## src/verilog/wofl_pkg.sv

```systemverilog
// wofl package: constants, register map and carrier types of the wake and off-state fault latch
package wofl_pkg;
	localparam int CLK_PERIOD_NS = 4;
	localparam logic [7:0] CRC_POLY = 8'h07;
	localparam logic [7:0] CRC_INIT = 8'hFF;
	localparam int DEGLITCH_NS = 130000;
	localparam int LPO_PERIOD_NS = 10000;
	localparam int DEGLITCH_TICKS = (DEGLITCH_NS + LPO_PERIOD_NS - 1) / LPO_PERIOD_NS;
	localparam int REG2_OV_MIN_NS = 28000;
	localparam int REG2_OV_MAX_NS = 30000;
	localparam int REG2_OV_CYC = (REG2_OV_MIN_NS + CLK_PERIOD_NS - 1) / CLK_PERIOD_NS;
	localparam int BOOST_OV_MIN_NS = 72000;
	localparam int BOOST_OV_MAX_NS = 80000;
	localparam int BOOST_OV_CYC = (BOOST_OV_MIN_NS + CLK_PERIOD_NS - 1) / CLK_PERIOD_NS;
	localparam int OFF_SETTLE_CYC = 4;
	localparam int NVM_BYTES = 16;
	localparam int N_LATCH = 17;
	localparam int L_POR = 0;
	localparam int L_CLK = 1;
	localparam int L_RTO = 2;
	localparam int L_NVM = 3;
	localparam int L_REG2 = 10;
	localparam int L_BOOST = 11;
	localparam int GRP_LO = 4;
	localparam int GRP_HI = 13;
	localparam logic [7:0] ADDR_CTRL = 8'h00;
	localparam logic [7:0] ADDR_OFF_LATCH = 8'h04;
	localparam logic [7:0] ADDR_SAFETY = 8'h08;
	localparam logic [7:0] ADDR_DETAIL = 8'h0C;
	localparam logic [7:0] ADDR_IRQ_STAT = 8'h10;
	localparam logic [7:0] ADDR_IRQ_MASK = 8'h14;
	localparam logic [7:0] ADDR_STATE = 8'h18;
	localparam logic [7:0] ADDR_RETAINED = 8'h1C;
	localparam int CTRL_DIAG_BIT = 0;
	localparam int CTRL_CLRWAKE_BIT = 1;
	localparam int SAF_NVM_BIT = 0;
	localparam int IRQ_W = 3;
	localparam int IRQ_CRC = 0;
	localparam int IRQ_UP = 1;
	localparam int IRQ_OFF = 2;
	localparam logic [IRQ_W-1:0] IRQ_MASK_RST = 3'h0;
	localparam logic [1:0] RESP_OKAY = 2'h0;
	localparam logic [1:0] RESP_SLVERR = 2'h2;

	typedef enum logic [2:0] {
		ST_OFF = 3'b000,
		ST_STARTUP = 3'b001,
		ST_COPY = 3'b010,
		ST_RUN = 3'b011,
		ST_GOING_OFF = 3'b100
	} wofl_state_t;

	typedef struct packed {
		logic awvalid;
		logic [7:0] awaddr;
		logic wvalid;
		logic [31:0] wdata;
		logic [3:0] wstrb;
		logic bready;
		logic arvalid;
		logic [7:0] araddr;
		logic rready;
	} wofl_axil_req_t;

	typedef struct packed {
		logic awready;
		logic wready;
		logic bvalid;
		logic [1:0] bresp;
		logic arready;
		logic rvalid;
		logic [31:0] rdata;
		logic [1:0] rresp;
	} wofl_axil_rsp_t;

	typedef struct packed {
		logic clkMonErr;
		logic resetTimeout;
		logic [5:0] mainRegFault;
		logic reg2Ov;
		logic reg2Disabled;
		logic boostOv;
		logic boostDisabled;
		logic vregUv;
		logic vregOv;
		logic inputOv;
		logic errCntPowerDown;
		logic startupTimeout;
	} wofl_fault_t;
endpackage

```

## src/verilog/wofl_top.sv

```systemverilog
// wofl_top: wake detector, retained off-state latches, NVM checksum checker, AXI4-Lite registers
`timescale 1ns/1ps
module wofl_top #(
	parameter int NVM_BYTES = wofl_pkg::NVM_BYTES,
	parameter int DEGLITCH_TICKS = wofl_pkg::DEGLITCH_TICKS,
	parameter int REG2_OV_CYC = wofl_pkg::REG2_OV_CYC,
	parameter int BOOST_OV_CYC = wofl_pkg::BOOST_OV_CYC,
	parameter int OFF_SETTLE_CYC = wofl_pkg::OFF_SETTLE_CYC
) (
	input wire logic clk,
	input wire logic sys_rst,
	input wire logic clkEn,
	input wire wofl_pkg::wofl_axil_req_t axiReq,
	output wofl_pkg::wofl_axil_rsp_t axiRsp,
	input wire logic wakeIn,
	input wire logic lpoTick,
	input wire logic analogSupplyLost,
	input wire logic internalPowerOnResetN,
	input wire logic nvmLoaded,
	output logic [$clog2(NVM_BYTES)-1:0] nvmAddr,
	input wire logic [7:0] nvmData,
	input wire wofl_pkg::wofl_fault_t faultIn,
	output logic offState,
	output logic powerUpReq,
	output logic wakeLatch,
	output logic irq
);
	localparam int AW = $clog2(NVM_BYTES);
	localparam int DGW = $clog2(DEGLITCH_TICKS + 1);
	localparam int R2W = $clog2(REG2_OV_CYC + 1);
	localparam int BOW = $clog2(BOOST_OV_CYC + 1);
	localparam int OSW = $clog2(OFF_SETTLE_CYC + 1);
	localparam logic [AW-1:0] REF_IDX = AW'(NVM_BYTES - 1);
	localparam logic [DGW-1:0] DG_LAST = DGW'(DEGLITCH_TICKS);
	localparam logic [R2W-1:0] R2_LAST = R2W'(REG2_OV_CYC);
	localparam logic [BOW-1:0] BO_LAST = BOW'(BOOST_OV_CYC);
	localparam logic [OSW-1:0] OS_LAST = OSW'(OFF_SETTLE_CYC);
	localparam int NL = wofl_pkg::N_LATCH;

	// one byte of the MSB-first remainder update
	function automatic logic [7:0] crcByte(input logic [7:0] c, input logic [7:0] d);
		logic [7:0] r;
		logic fb;
		r = c;
		fb = 1'b0;
		for (int i = 7; i >= 0; i--) begin
			fb = r[7] ^ d[i];
			r = {r[6:0], 1'b0};
			if (fb) begin
				r = r ^ wofl_pkg::CRC_POLY;
			end
		end
		return r;
	endfunction

	wofl_pkg::wofl_state_t stQ;
	wofl_pkg::wofl_state_t stD;
	logic [OSW-1:0] settleQ;
	logic [DGW-1:0] dgCntQ;
	logic wakeLatchQ;
	logic [R2W-1:0] r2CntQ;
	logic [BOW-1:0] boCntQ;
	logic [AW-1:0] crcIdxQ;
	logic [7:0] crcQ;
	logic [NL-1:0] pendQ;
	logic [NL-1:0] retainedQ;
	logic [4:0] offLatchStatQ;
	logic [NL-1:0] detailQ;
	logic nvmErrQ;
	logic diagQ;
	logic [wofl_pkg::IRQ_W-1:0] irqStatQ;
	logic [wofl_pkg::IRQ_W-1:0] irqMaskQ;
	logic bvalidQ;
	logic [1:0] brespQ;
	logic rvalidQ;
	logic [31:0] rdataQ;
	logic [1:0] rrespQ;

	// power-state decode
	wire isOff = (stQ == wofl_pkg::ST_OFF);
	wire isGoingOff = (stQ == wofl_pkg::ST_GOING_OFF);
	wire isRun = (stQ == wofl_pkg::ST_RUN);
	wire isCopy = (stQ == wofl_pkg::ST_COPY);
	wire isStartup = (stQ == wofl_pkg::ST_STARTUP);
	wire operating = isRun || isCopy || isStartup;
	wire settleDone = (settleQ == OS_LAST);

	// bus decode
	wire wrGo = clkEn && axiReq.awvalid && axiReq.wvalid && !bvalidQ;
	wire lane0 = axiReq.wstrb[0];
	wire [7:0] wAddr = axiReq.awaddr;
	wire wrCtrl = wrGo && lane0 && (wAddr == wofl_pkg::ADDR_CTRL);
	wire wrSafety = wrGo && lane0 && (wAddr == wofl_pkg::ADDR_SAFETY);
	wire wrIrqStat = wrGo && lane0 && (wAddr == wofl_pkg::ADDR_IRQ_STAT);
	wire wrIrqMask = wrGo && lane0 && (wAddr == wofl_pkg::ADDR_IRQ_MASK);
	wire wMapped = (wAddr == wofl_pkg::ADDR_CTRL) || (wAddr == wofl_pkg::ADDR_SAFETY)
		|| (wAddr == wofl_pkg::ADDR_IRQ_STAT) || (wAddr == wofl_pkg::ADDR_IRQ_MASK)
		|| (wAddr == wofl_pkg::ADDR_OFF_LATCH) || (wAddr == wofl_pkg::ADDR_DETAIL)
		|| (wAddr == wofl_pkg::ADDR_STATE) || (wAddr == wofl_pkg::ADDR_RETAINED);
	wire [7:0] wLow = axiReq.wdata[7:0];
	wire clrWakeCmd = wrCtrl && wLow[wofl_pkg::CTRL_CLRWAKE_BIT];
	// reads stall through start-up and while the retained latches are being transferred
	wire copyBusy = isStartup || isCopy;
	wire rdGo = clkEn && axiReq.arvalid && !rvalidQ && !copyBusy;

	// checksum engine, idle in every state but run
	wire crcAtRef = (crcIdxQ == REF_IDX);
	wire [7:0] crcNext = crcByte(crcQ, nvmData);
	wire crcMismatch = isRun && crcAtRef && (crcQ != nvmData);

	// persistence timers for the two overvoltage cases
	wire r2Persist = operating && faultIn.reg2Disabled && faultIn.reg2Ov;
	wire boPersist = operating && faultIn.boostDisabled && faultIn.boostOv;
	wire r2Fault = r2Persist && (r2CntQ == R2_LAST);
	wire boFault = boPersist && (boCntQ == BO_LAST);

	// all off-state causes, one bit per retained latch
	logic [NL-1:0] cause;
	assign cause[wofl_pkg::L_POR] = isRun && !internalPowerOnResetN;
	assign cause[wofl_pkg::L_CLK] = faultIn.clkMonErr;
	assign cause[wofl_pkg::L_RTO] = faultIn.resetTimeout;
	assign cause[wofl_pkg::L_NVM] = crcMismatch;
	assign cause[9:4] = faultIn.mainRegFault;
	assign cause[wofl_pkg::L_REG2] = r2Fault;
	assign cause[wofl_pkg::L_BOOST] = boFault;
	assign cause[12] = faultIn.vregUv;
	assign cause[13] = faultIn.vregOv;
	assign cause[14] = faultIn.inputOv;
	assign cause[15] = faultIn.errCntPowerDown;
	assign cause[16] = faultIn.startupTimeout;
	wire [NL-1:0] liveCause = (operating || isGoingOff) ? cause : '0;
	wire goOff = operating && (|liveCause);

	// wake deglitch on the low-power tick
	wire dgDone = (dgCntQ == DG_LAST);
	wire wakeSet = isOff && wakeIn && lpoTick && dgDone;
	// clear held active for the whole shutdown
	wire wakeClr = clrWakeCmd || goOff || isGoingOff;

	// merged regulator failure bit
	wire grpFail = |retainedQ[wofl_pkg::GRP_HI:wofl_pkg::GRP_LO];

	// interrupt events
	logic [wofl_pkg::IRQ_W-1:0] irqEv;
	assign irqEv[wofl_pkg::IRQ_CRC] = crcMismatch;
	assign irqEv[wofl_pkg::IRQ_UP] = isCopy;
	assign irqEv[wofl_pkg::IRQ_OFF] = goOff;
	wire [wofl_pkg::IRQ_W-1:0] irqW1c = wrIrqStat ? wLow[wofl_pkg::IRQ_W-1:0] : '0;

	// power-state sequencing
	always_comb begin
		stD = stQ;
		case (stQ)
			wofl_pkg::ST_OFF: begin
				if (wakeLatchQ) begin
					stD = wofl_pkg::ST_STARTUP;
				end
			end
			wofl_pkg::ST_STARTUP: begin
				if (goOff) begin
					stD = wofl_pkg::ST_GOING_OFF;
				end else if (internalPowerOnResetN && nvmLoaded) begin
					stD = wofl_pkg::ST_COPY;
				end
			end
			wofl_pkg::ST_COPY: begin
				stD = goOff ? wofl_pkg::ST_GOING_OFF : wofl_pkg::ST_RUN;
			end
			wofl_pkg::ST_RUN: begin
				if (goOff) begin
					stD = wofl_pkg::ST_GOING_OFF;
				end
			end
			wofl_pkg::ST_GOING_OFF: begin
				if (settleDone) begin
					stD = wofl_pkg::ST_OFF;
				end
			end
			default: begin
				stD = wofl_pkg::ST_OFF;
			end
		endcase
	end

	always_ff @(posedge clk) begin
		if (sys_rst) begin
			stQ <= wofl_pkg::ST_OFF;
			settleQ <= '0;
		end else if (clkEn) begin
			stQ <= stD;
			settleQ <= isGoingOff ? settleQ + OSW'(1) : '0;
		end
	end

	// apart from the bus registers and the supply-loss wipe of the retained latches, only this counter and the wake latch move while off
	always_ff @(posedge clk) begin
		if (sys_rst) begin
			dgCntQ <= '0;
		end else if (clkEn) begin
			if (!isOff || !wakeIn) begin
				dgCntQ <= '0;
			end else if (lpoTick && !dgDone) begin
				dgCntQ <= dgCntQ + DGW'(1);
			end
		end
	end

	// a wake completing in the cycle of a clear command survives it; shutdown never meets a set
	always_ff @(posedge clk) begin
		if (sys_rst || analogSupplyLost) begin
			wakeLatchQ <= 1'b0;
		end else if (clkEn) begin
			if (wakeSet) begin
				wakeLatchQ <= 1'b1;
			end else if (wakeClr) begin
				wakeLatchQ <= 1'b0;
			end
		end
	end

	always_ff @(posedge clk) begin
		if (sys_rst) begin
			r2CntQ <= '0;
			boCntQ <= '0;
		end else if (clkEn) begin
			r2CntQ <= (r2Persist && !r2Fault) ? r2CntQ + R2W'(1) : '0;
			boCntQ <= (boPersist && !boFault) ? boCntQ + BOW'(1) : '0;
		end
	end

	// one NVM byte per cycle, then compare against the stored reference
	always_ff @(posedge clk) begin
		if (sys_rst) begin
			crcIdxQ <= '0;
			crcQ <= wofl_pkg::CRC_INIT;
		end else if (clkEn) begin
			if (!isRun || crcAtRef) begin
				crcIdxQ <= '0;
				crcQ <= wofl_pkg::CRC_INIT;
			end else begin
				crcIdxQ <= crcIdxQ + AW'(1);
				crcQ <= crcNext;
			end
		end
	end

	// causes gathered during shutdown, committed to the retained latches at off entry
	always_ff @(posedge clk) begin
		if (sys_rst) begin
			pendQ <= '0;
		end else if (clkEn) begin
			if (isGoingOff && settleDone) begin
				pendQ <= '0;
			end else begin
				pendQ <= pendQ | liveCause;
			end
		end
	end

	// retained domain: losing the analog supply wipes it
	always_ff @(posedge clk) begin
		if (sys_rst || analogSupplyLost) begin
			retainedQ <= '0;
		end else if (clkEn) begin
			if (isGoingOff && settleDone) begin
				retainedQ <= retainedQ | pendQ | liveCause;
			end else if (isCopy) begin
				retainedQ <= '0;
			end
		end
	end

	always_ff @(posedge clk) begin
		if (sys_rst) begin
			offLatchStatQ <= '0;
			detailQ <= '0;
		end else if (clkEn && isCopy) begin
			offLatchStatQ <= {grpFail, retainedQ[3:0]};
			detailQ <= retainedQ;
		end
	end

	// safety status flag: any set wins over a same-cycle software clear
	wire nvmErrSet = crcMismatch || diagQ || (isCopy && retainedQ[wofl_pkg::L_NVM]);
	wire nvmErrClr = wrSafety && wLow[wofl_pkg::SAF_NVM_BIT];
	always_ff @(posedge clk) begin
		if (sys_rst) begin
			nvmErrQ <= 1'b0;
		end else if (clkEn) begin
			if (nvmErrSet) begin
				nvmErrQ <= 1'b1;
			end else if (nvmErrClr) begin
				nvmErrQ <= 1'b0;
			end
		end
	end

	always_ff @(posedge clk) begin
		if (sys_rst) begin
			diagQ <= 1'b0;
			irqMaskQ <= wofl_pkg::IRQ_MASK_RST;
		end else if (clkEn) begin
			if (wrCtrl) begin
				diagQ <= wLow[wofl_pkg::CTRL_DIAG_BIT];
			end
			if (wrIrqMask) begin
				irqMaskQ <= wLow[wofl_pkg::IRQ_W-1:0];
			end
		end
	end

	always_ff @(posedge clk) begin
		if (sys_rst) begin
			irqStatQ <= '0;
		end else if (clkEn) begin
			irqStatQ <= irqEv | (irqStatQ & ~irqW1c);
		end
	end

	// write response
	always_ff @(posedge clk) begin
		if (sys_rst) begin
			bvalidQ <= 1'b0;
			brespQ <= wofl_pkg::RESP_OKAY;
		end else if (clkEn) begin
			if (wrGo) begin
				bvalidQ <= 1'b1;
				brespQ <= wMapped ? wofl_pkg::RESP_OKAY : wofl_pkg::RESP_SLVERR;
			end else if (axiReq.bready) begin
				bvalidQ <= 1'b0;
			end
		end
	end

	// read mux
	wire [7:0] rAddr = axiReq.araddr;
	logic [31:0] rMux;
	logic rHit;
	always_comb begin
		rMux = '0;
		rHit = 1'b1;
		if (rAddr == wofl_pkg::ADDR_CTRL) begin
			rMux[wofl_pkg::CTRL_DIAG_BIT] = diagQ;
		end else if (rAddr == wofl_pkg::ADDR_OFF_LATCH) begin
			rMux[4:0] = offLatchStatQ;
		end else if (rAddr == wofl_pkg::ADDR_SAFETY) begin
			rMux[wofl_pkg::SAF_NVM_BIT] = nvmErrQ;
		end else if (rAddr == wofl_pkg::ADDR_DETAIL) begin
			rMux[NL-1:0] = detailQ;
		end else if (rAddr == wofl_pkg::ADDR_IRQ_STAT) begin
			rMux[wofl_pkg::IRQ_W-1:0] = irqStatQ;
		end else if (rAddr == wofl_pkg::ADDR_IRQ_MASK) begin
			rMux[wofl_pkg::IRQ_W-1:0] = irqMaskQ;
		end else if (rAddr == wofl_pkg::ADDR_STATE) begin
			rMux[2:0] = stQ;
			rMux[3] = wakeLatchQ;
		end else if (rAddr == wofl_pkg::ADDR_RETAINED) begin
			rMux[NL-1:0] = retainedQ;
		end else begin
			rHit = 1'b0;
		end
	end

	always_ff @(posedge clk) begin
		if (sys_rst) begin
			rvalidQ <= 1'b0;
			rdataQ <= '0;
			rrespQ <= wofl_pkg::RESP_OKAY;
		end else if (clkEn) begin
			if (rdGo) begin
				rvalidQ <= 1'b1;
				rdataQ <= rMux;
				rrespQ <= rHit ? wofl_pkg::RESP_OKAY : wofl_pkg::RESP_SLVERR;
			end else if (axiReq.rready) begin
				rvalidQ <= 1'b0;
			end
		end
	end

	assign axiRsp = '{
		awready: wrGo,
		wready: wrGo,
		bvalid: bvalidQ,
		bresp: brespQ,
		arready: rdGo,
		rvalid: rvalidQ,
		rdata: rdataQ,
		rresp: rrespQ
	};
	assign nvmAddr = crcIdxQ;
	assign offState = isOff;
	assign powerUpReq = isStartup;
	assign wakeLatch = wakeLatchQ;
	assign irq = |(irqStatQ & irqMaskQ);
endmodule

```

## config.mk

```make
export PLATFORM = sky130hd
export DESIGN_NAME = wofl_top
export DESIGN_NICKNAME = d
export VERILOG_FILES = /design/src/verilog/wofl_pkg.sv /design/src/verilog/wofl_top.sv
export SDC_FILE = /design/constraint.sdc
export NUM_CORES = 1
export LEC_CHECK = 0
export BUFFER_PORTS_ARGS = -buffer_cell sky130_fd_sc_hd__buf_4
export CAP_MARGIN = 40
export CORE_ASPECT_RATIO = 0.8
export CORE_MARGIN = 2
export CORE_UTILIZATION = 55
export DETAILED_ROUTE_END_ITERATION = 8
export GPL_TIMING_DRIVEN = 0
export PLACE_DENSITY = 0.91
export SYNTH_ARGS = -nofsm -noshare
export SYNTH_HDL_FRONTEND = slang
export SYNTH_SLANG_ARGS = --single-unit
```

## constraint.sdc

```tcl
create_clock -name clk -period 2.7 [get_ports clk]
set_input_delay 0 -clock clk [delete_from_list [all_inputs] [get_ports clk]]
set_output_delay 0 -clock clk [all_outputs]
set_load 0.005 [all_outputs]
```

==> results.sh <==
export IMPL_outcome="complete, no violations"
export IMPL_max_freq_mhz=414
export IMPL_r2r_end="stQ[0]"
export IMPL_startpoint_type="flip-flop"
export IMPL_end_kind="flip-flop"
export IMPL_cts_num_sinks=132
export IMPL_slowest_stage="or4_1"
export IMPL_rr_worst_depth=7
export IMPL_worst_hold_path_type="in2reg"
export IMPL_avgRoutedWirePerCell_um=15.2
export IMPL_dp_hpwl_um=10800
export IMPL_cts_clk_slew_worst_paths_ns=0.06
export IMPL_grt_use_met1=0.353
export IMPL_hold_path_endpoint="stQ[1]"
export IMPL_die_h_um=99.9
export IMPL_grt_pass1_wl_um=25200
export IMPL_fin_crit_ns=2.42
export IMPL_cts_resized=0
export IMPL_grt_use_met2=0.404
export IMPL_crit_chain="xnor2_1 > ha_1 > and3_1 > a311oi_1 > a21o_2 > or4_1 > a21oi_1"
export IMPL_p_leak_nw=3.20
export IMPL_dieWidth_um=124
export IMPL_cp_arrival_ns=2.77
export IMPL_ys_types=70
export IMPL_detail_route_antenna_nets=0
export IMPL_r2r_start="crcQ[6]"
export IMPL_hp_start="nvmLoaded"
export IMPL_setup_viol=0
export IMPL_vias=5711
export IMPL_drv_cap=0
export IMPL_grtUsageTotal=0.258
export IMPL_pwr_density_cell_nw_per_um2=591
export IMPL_io_buffer_count=87
export IMPL_insertion_delay_ns=0.42
export IMPL_slew_viol_final=0
export IMPL_drive_gt1_frac=0.196
export IMPL_min_path_cells=3
export IMPL_hold_viol_final=0
export IMPL_wl_um=15700
export IMPL_antenna_found_initial=0
export IMPL_ys_async_sr_fraction=0
export IMPL_grt_pass1_vias=5306
export IMPL_crit_type="reg2reg"
export IMPL_fin_crit_sh=0.895
export IMPL_rows=34
export IMPL_fp_coreArea_um2=11000
export IMPL_critPathRequiredTime_ns=3.05
export IMPL_synth_cells=728
export IMPL_clock_skew_ns=0.00885
export IMPL_start_util=0.573
export IMPL_yosys_warnings=0
export IMPL_hold_buffers=25
export IMPL_tightest_slew_ns=0.941
export IMPL_cts_root_buf="clkbuf_16"
export IMPL_h_tree_depth=4
export IMPL_grtUsageMet3=0.0642
export IMPL_cts_buffer_depth=2
export IMPL_critical_path_max_fanout=5
export IMPL_grt_busiest_layer="met2"
export IMPL_reg2reg_slack_ns=0.28
export IMPL_grt_overflow=0
export IMPL_fin_nets=977
export IMPL_die_area_um2=12400
export IMPL_rsz0062_at_grt="false"
export IMPL_syn_area_um2=6320
export IMPL_grt_start_max_net_pins=17
export IMPL_syn2layout_area_growth_pct=27.6
export IMPL_antenna_cells=0
export IMPL_vdd_drop_max_v=0.000405
export IMPL_slowest_delay_ns=0.50
export IMPL_postCtsSetupBuffers=0
export IMPL_cts_buffers=17
export IMPL_syn_area_per_cell_um2=8.68
export IMPL_ys_seq_elements=132
export IMPL_drc_errors=0
export IMPL_drtIter0Drc=573
export IMPL_first_pass_iters=5
export IMPL_routabilityCongestion=0.844
export IMPL_io_pins=139
export IMPL_relSlewSlack=0.368
export IMPL_setup_tns_ns=0
export IMPL_cts_tree="done"
export IMPL_synth_edf_count=0
export IMPL_synthFlopType="dfxtp_1"
export IMPL_fin_util=0.731
export IMPL_ys_seq_area_frac=0.418
export IMPL_viasPerCell=5.53
## cell type report
class | count | area (um2)
Buffer | 58 | 387
Clock buffer | 24 | 472
Clock inverter | 8 | 125
Fill cell | 791 | 2960
Inverter | 16 | 60.1
Multi-Input combinational cell | 538 | 3290
Sequential cell | 132 | 2640
Tap cell | 144 | 180
Timing Repair Buffer | 112 | 903
## metrics by stage
stage	total power, mW	worst slack (ns)	std cells	area [um2]	hold slack, ns
after floorplan	2.28	0.694	744	6380	0.138
after global placement	2.41	0.401	975	7210	0.248
after detailed placement	2.42	0.347	975	7210	0.261
after CTS	4.76	0.334	1032	8060	0.00552
after global routing	4.92	0.202	1032	8060	0.0121
final	4.76	0.284	1032	8060	0.0113
## how the worst max path moves through the flow
stage                     startpoint      to  slack, ns
after CTS                    crcQ[6]  stQ[0]       0.33
after floorplan              crcQ[6]  stQ[0]       0.69
final                        crcQ[6]  stQ[0]       0.28
after global placement       crcQ[6]  stQ[0]       0.40
after detailed placement     crcQ[6]  stQ[0]       0.35
after global routing         crcQ[6]  stQ[0]       0.20
## state kept, by name, summed over array words and instances (netlist names), 4 cells and up
| signal | cells |
|---|---|
| boCntQ | 15 |
| crcQ | 8 |
| detailQ | 13 |
| dgCntQ | 4 |
| nvmAddr | 4 |
| offLatchStatQ | 5 |
| pendQ | 17 |
| r2CntQ | 13 |
| rdataQ | 17 |
| retainedQ | 17 |
## placed cells by master (no fill, tap or decap), types with 17 or more instances in the layout
cell type,synthesis,routed
nor2_1,99,99
nand2_1,79,79
dfxtp_1,132,132
o21ai_0,23,23
o21a_1,17,17
clkbuf_1,20,25
buf_4,24,111
a21oi_1,63,63
conb_1,1,17
xnor2_1,31,31
xor2_1,22,22
clkbuf_16,0,17
dlygate4sd3_1,0,25
## cell families after synthesis
group / after synthesis / synth area share
compound gates: 151 / 0.153
flops: 132 / 0.418
simple gates: 285 / 0.219
xor+xnor: 56 / 0.0844
mux: 17 / 0.0295
fa+ha+maj: 12 / 0.0238
other cells: 1 / 0.000594
buf+inv: 74 / 0.0707
## cell usage after synthesis (11+ instances only)
cell,number,area [um2]
ha_1,12,150
xor2_1,22,193
buf_4,24,180
nor3_1,11,55.1
nand4_1,16,100
inv_1,16,60.1
xnor2_1,31,272
mux2i_1,13,130
o21a_1,17,128
o21ai_0,23,115
dfxtp_1,132,2640
a21oi_1,63,315
nand2_1,79,297
a22oi_1,16,120
clkbuf_1,20,75.1
nor2_1,99,372
## routing by layer
| metal | up-vias | share of wire |
|---|---|---|
| met5 | - | 0 |
| met4 | 0 | 0.015 |
| met3 | 28 | 0.092 |
| met2 | 266 | 0.45 |
| met1 | 2633 | 0.45 |
| li1 | 2784 | - |
## critical path, delay by kind of cell (launching register included)
| kind | cells | cell delay [ns] |
|---|---|---|
| simple gates | 2 | 0.64 |
| fa+ha+maj | 1 | 0.23 |
| flops | 1 | 0.33 |
| compound gates | 3 | 0.66 |
| xor+xnor | 1 | 0.47 |
## where the power goes
group / total [mW] / internal [mW] / switching, mW
clock network: 2.34 / 1.50 / 0.839
logic: 0.441 / 0.229 / 0.211
registers: 1.98 / 1.97 / 0.0167
total: 4.76 / 3.70 / 1.07
Power figures use the tool's default switching activity.
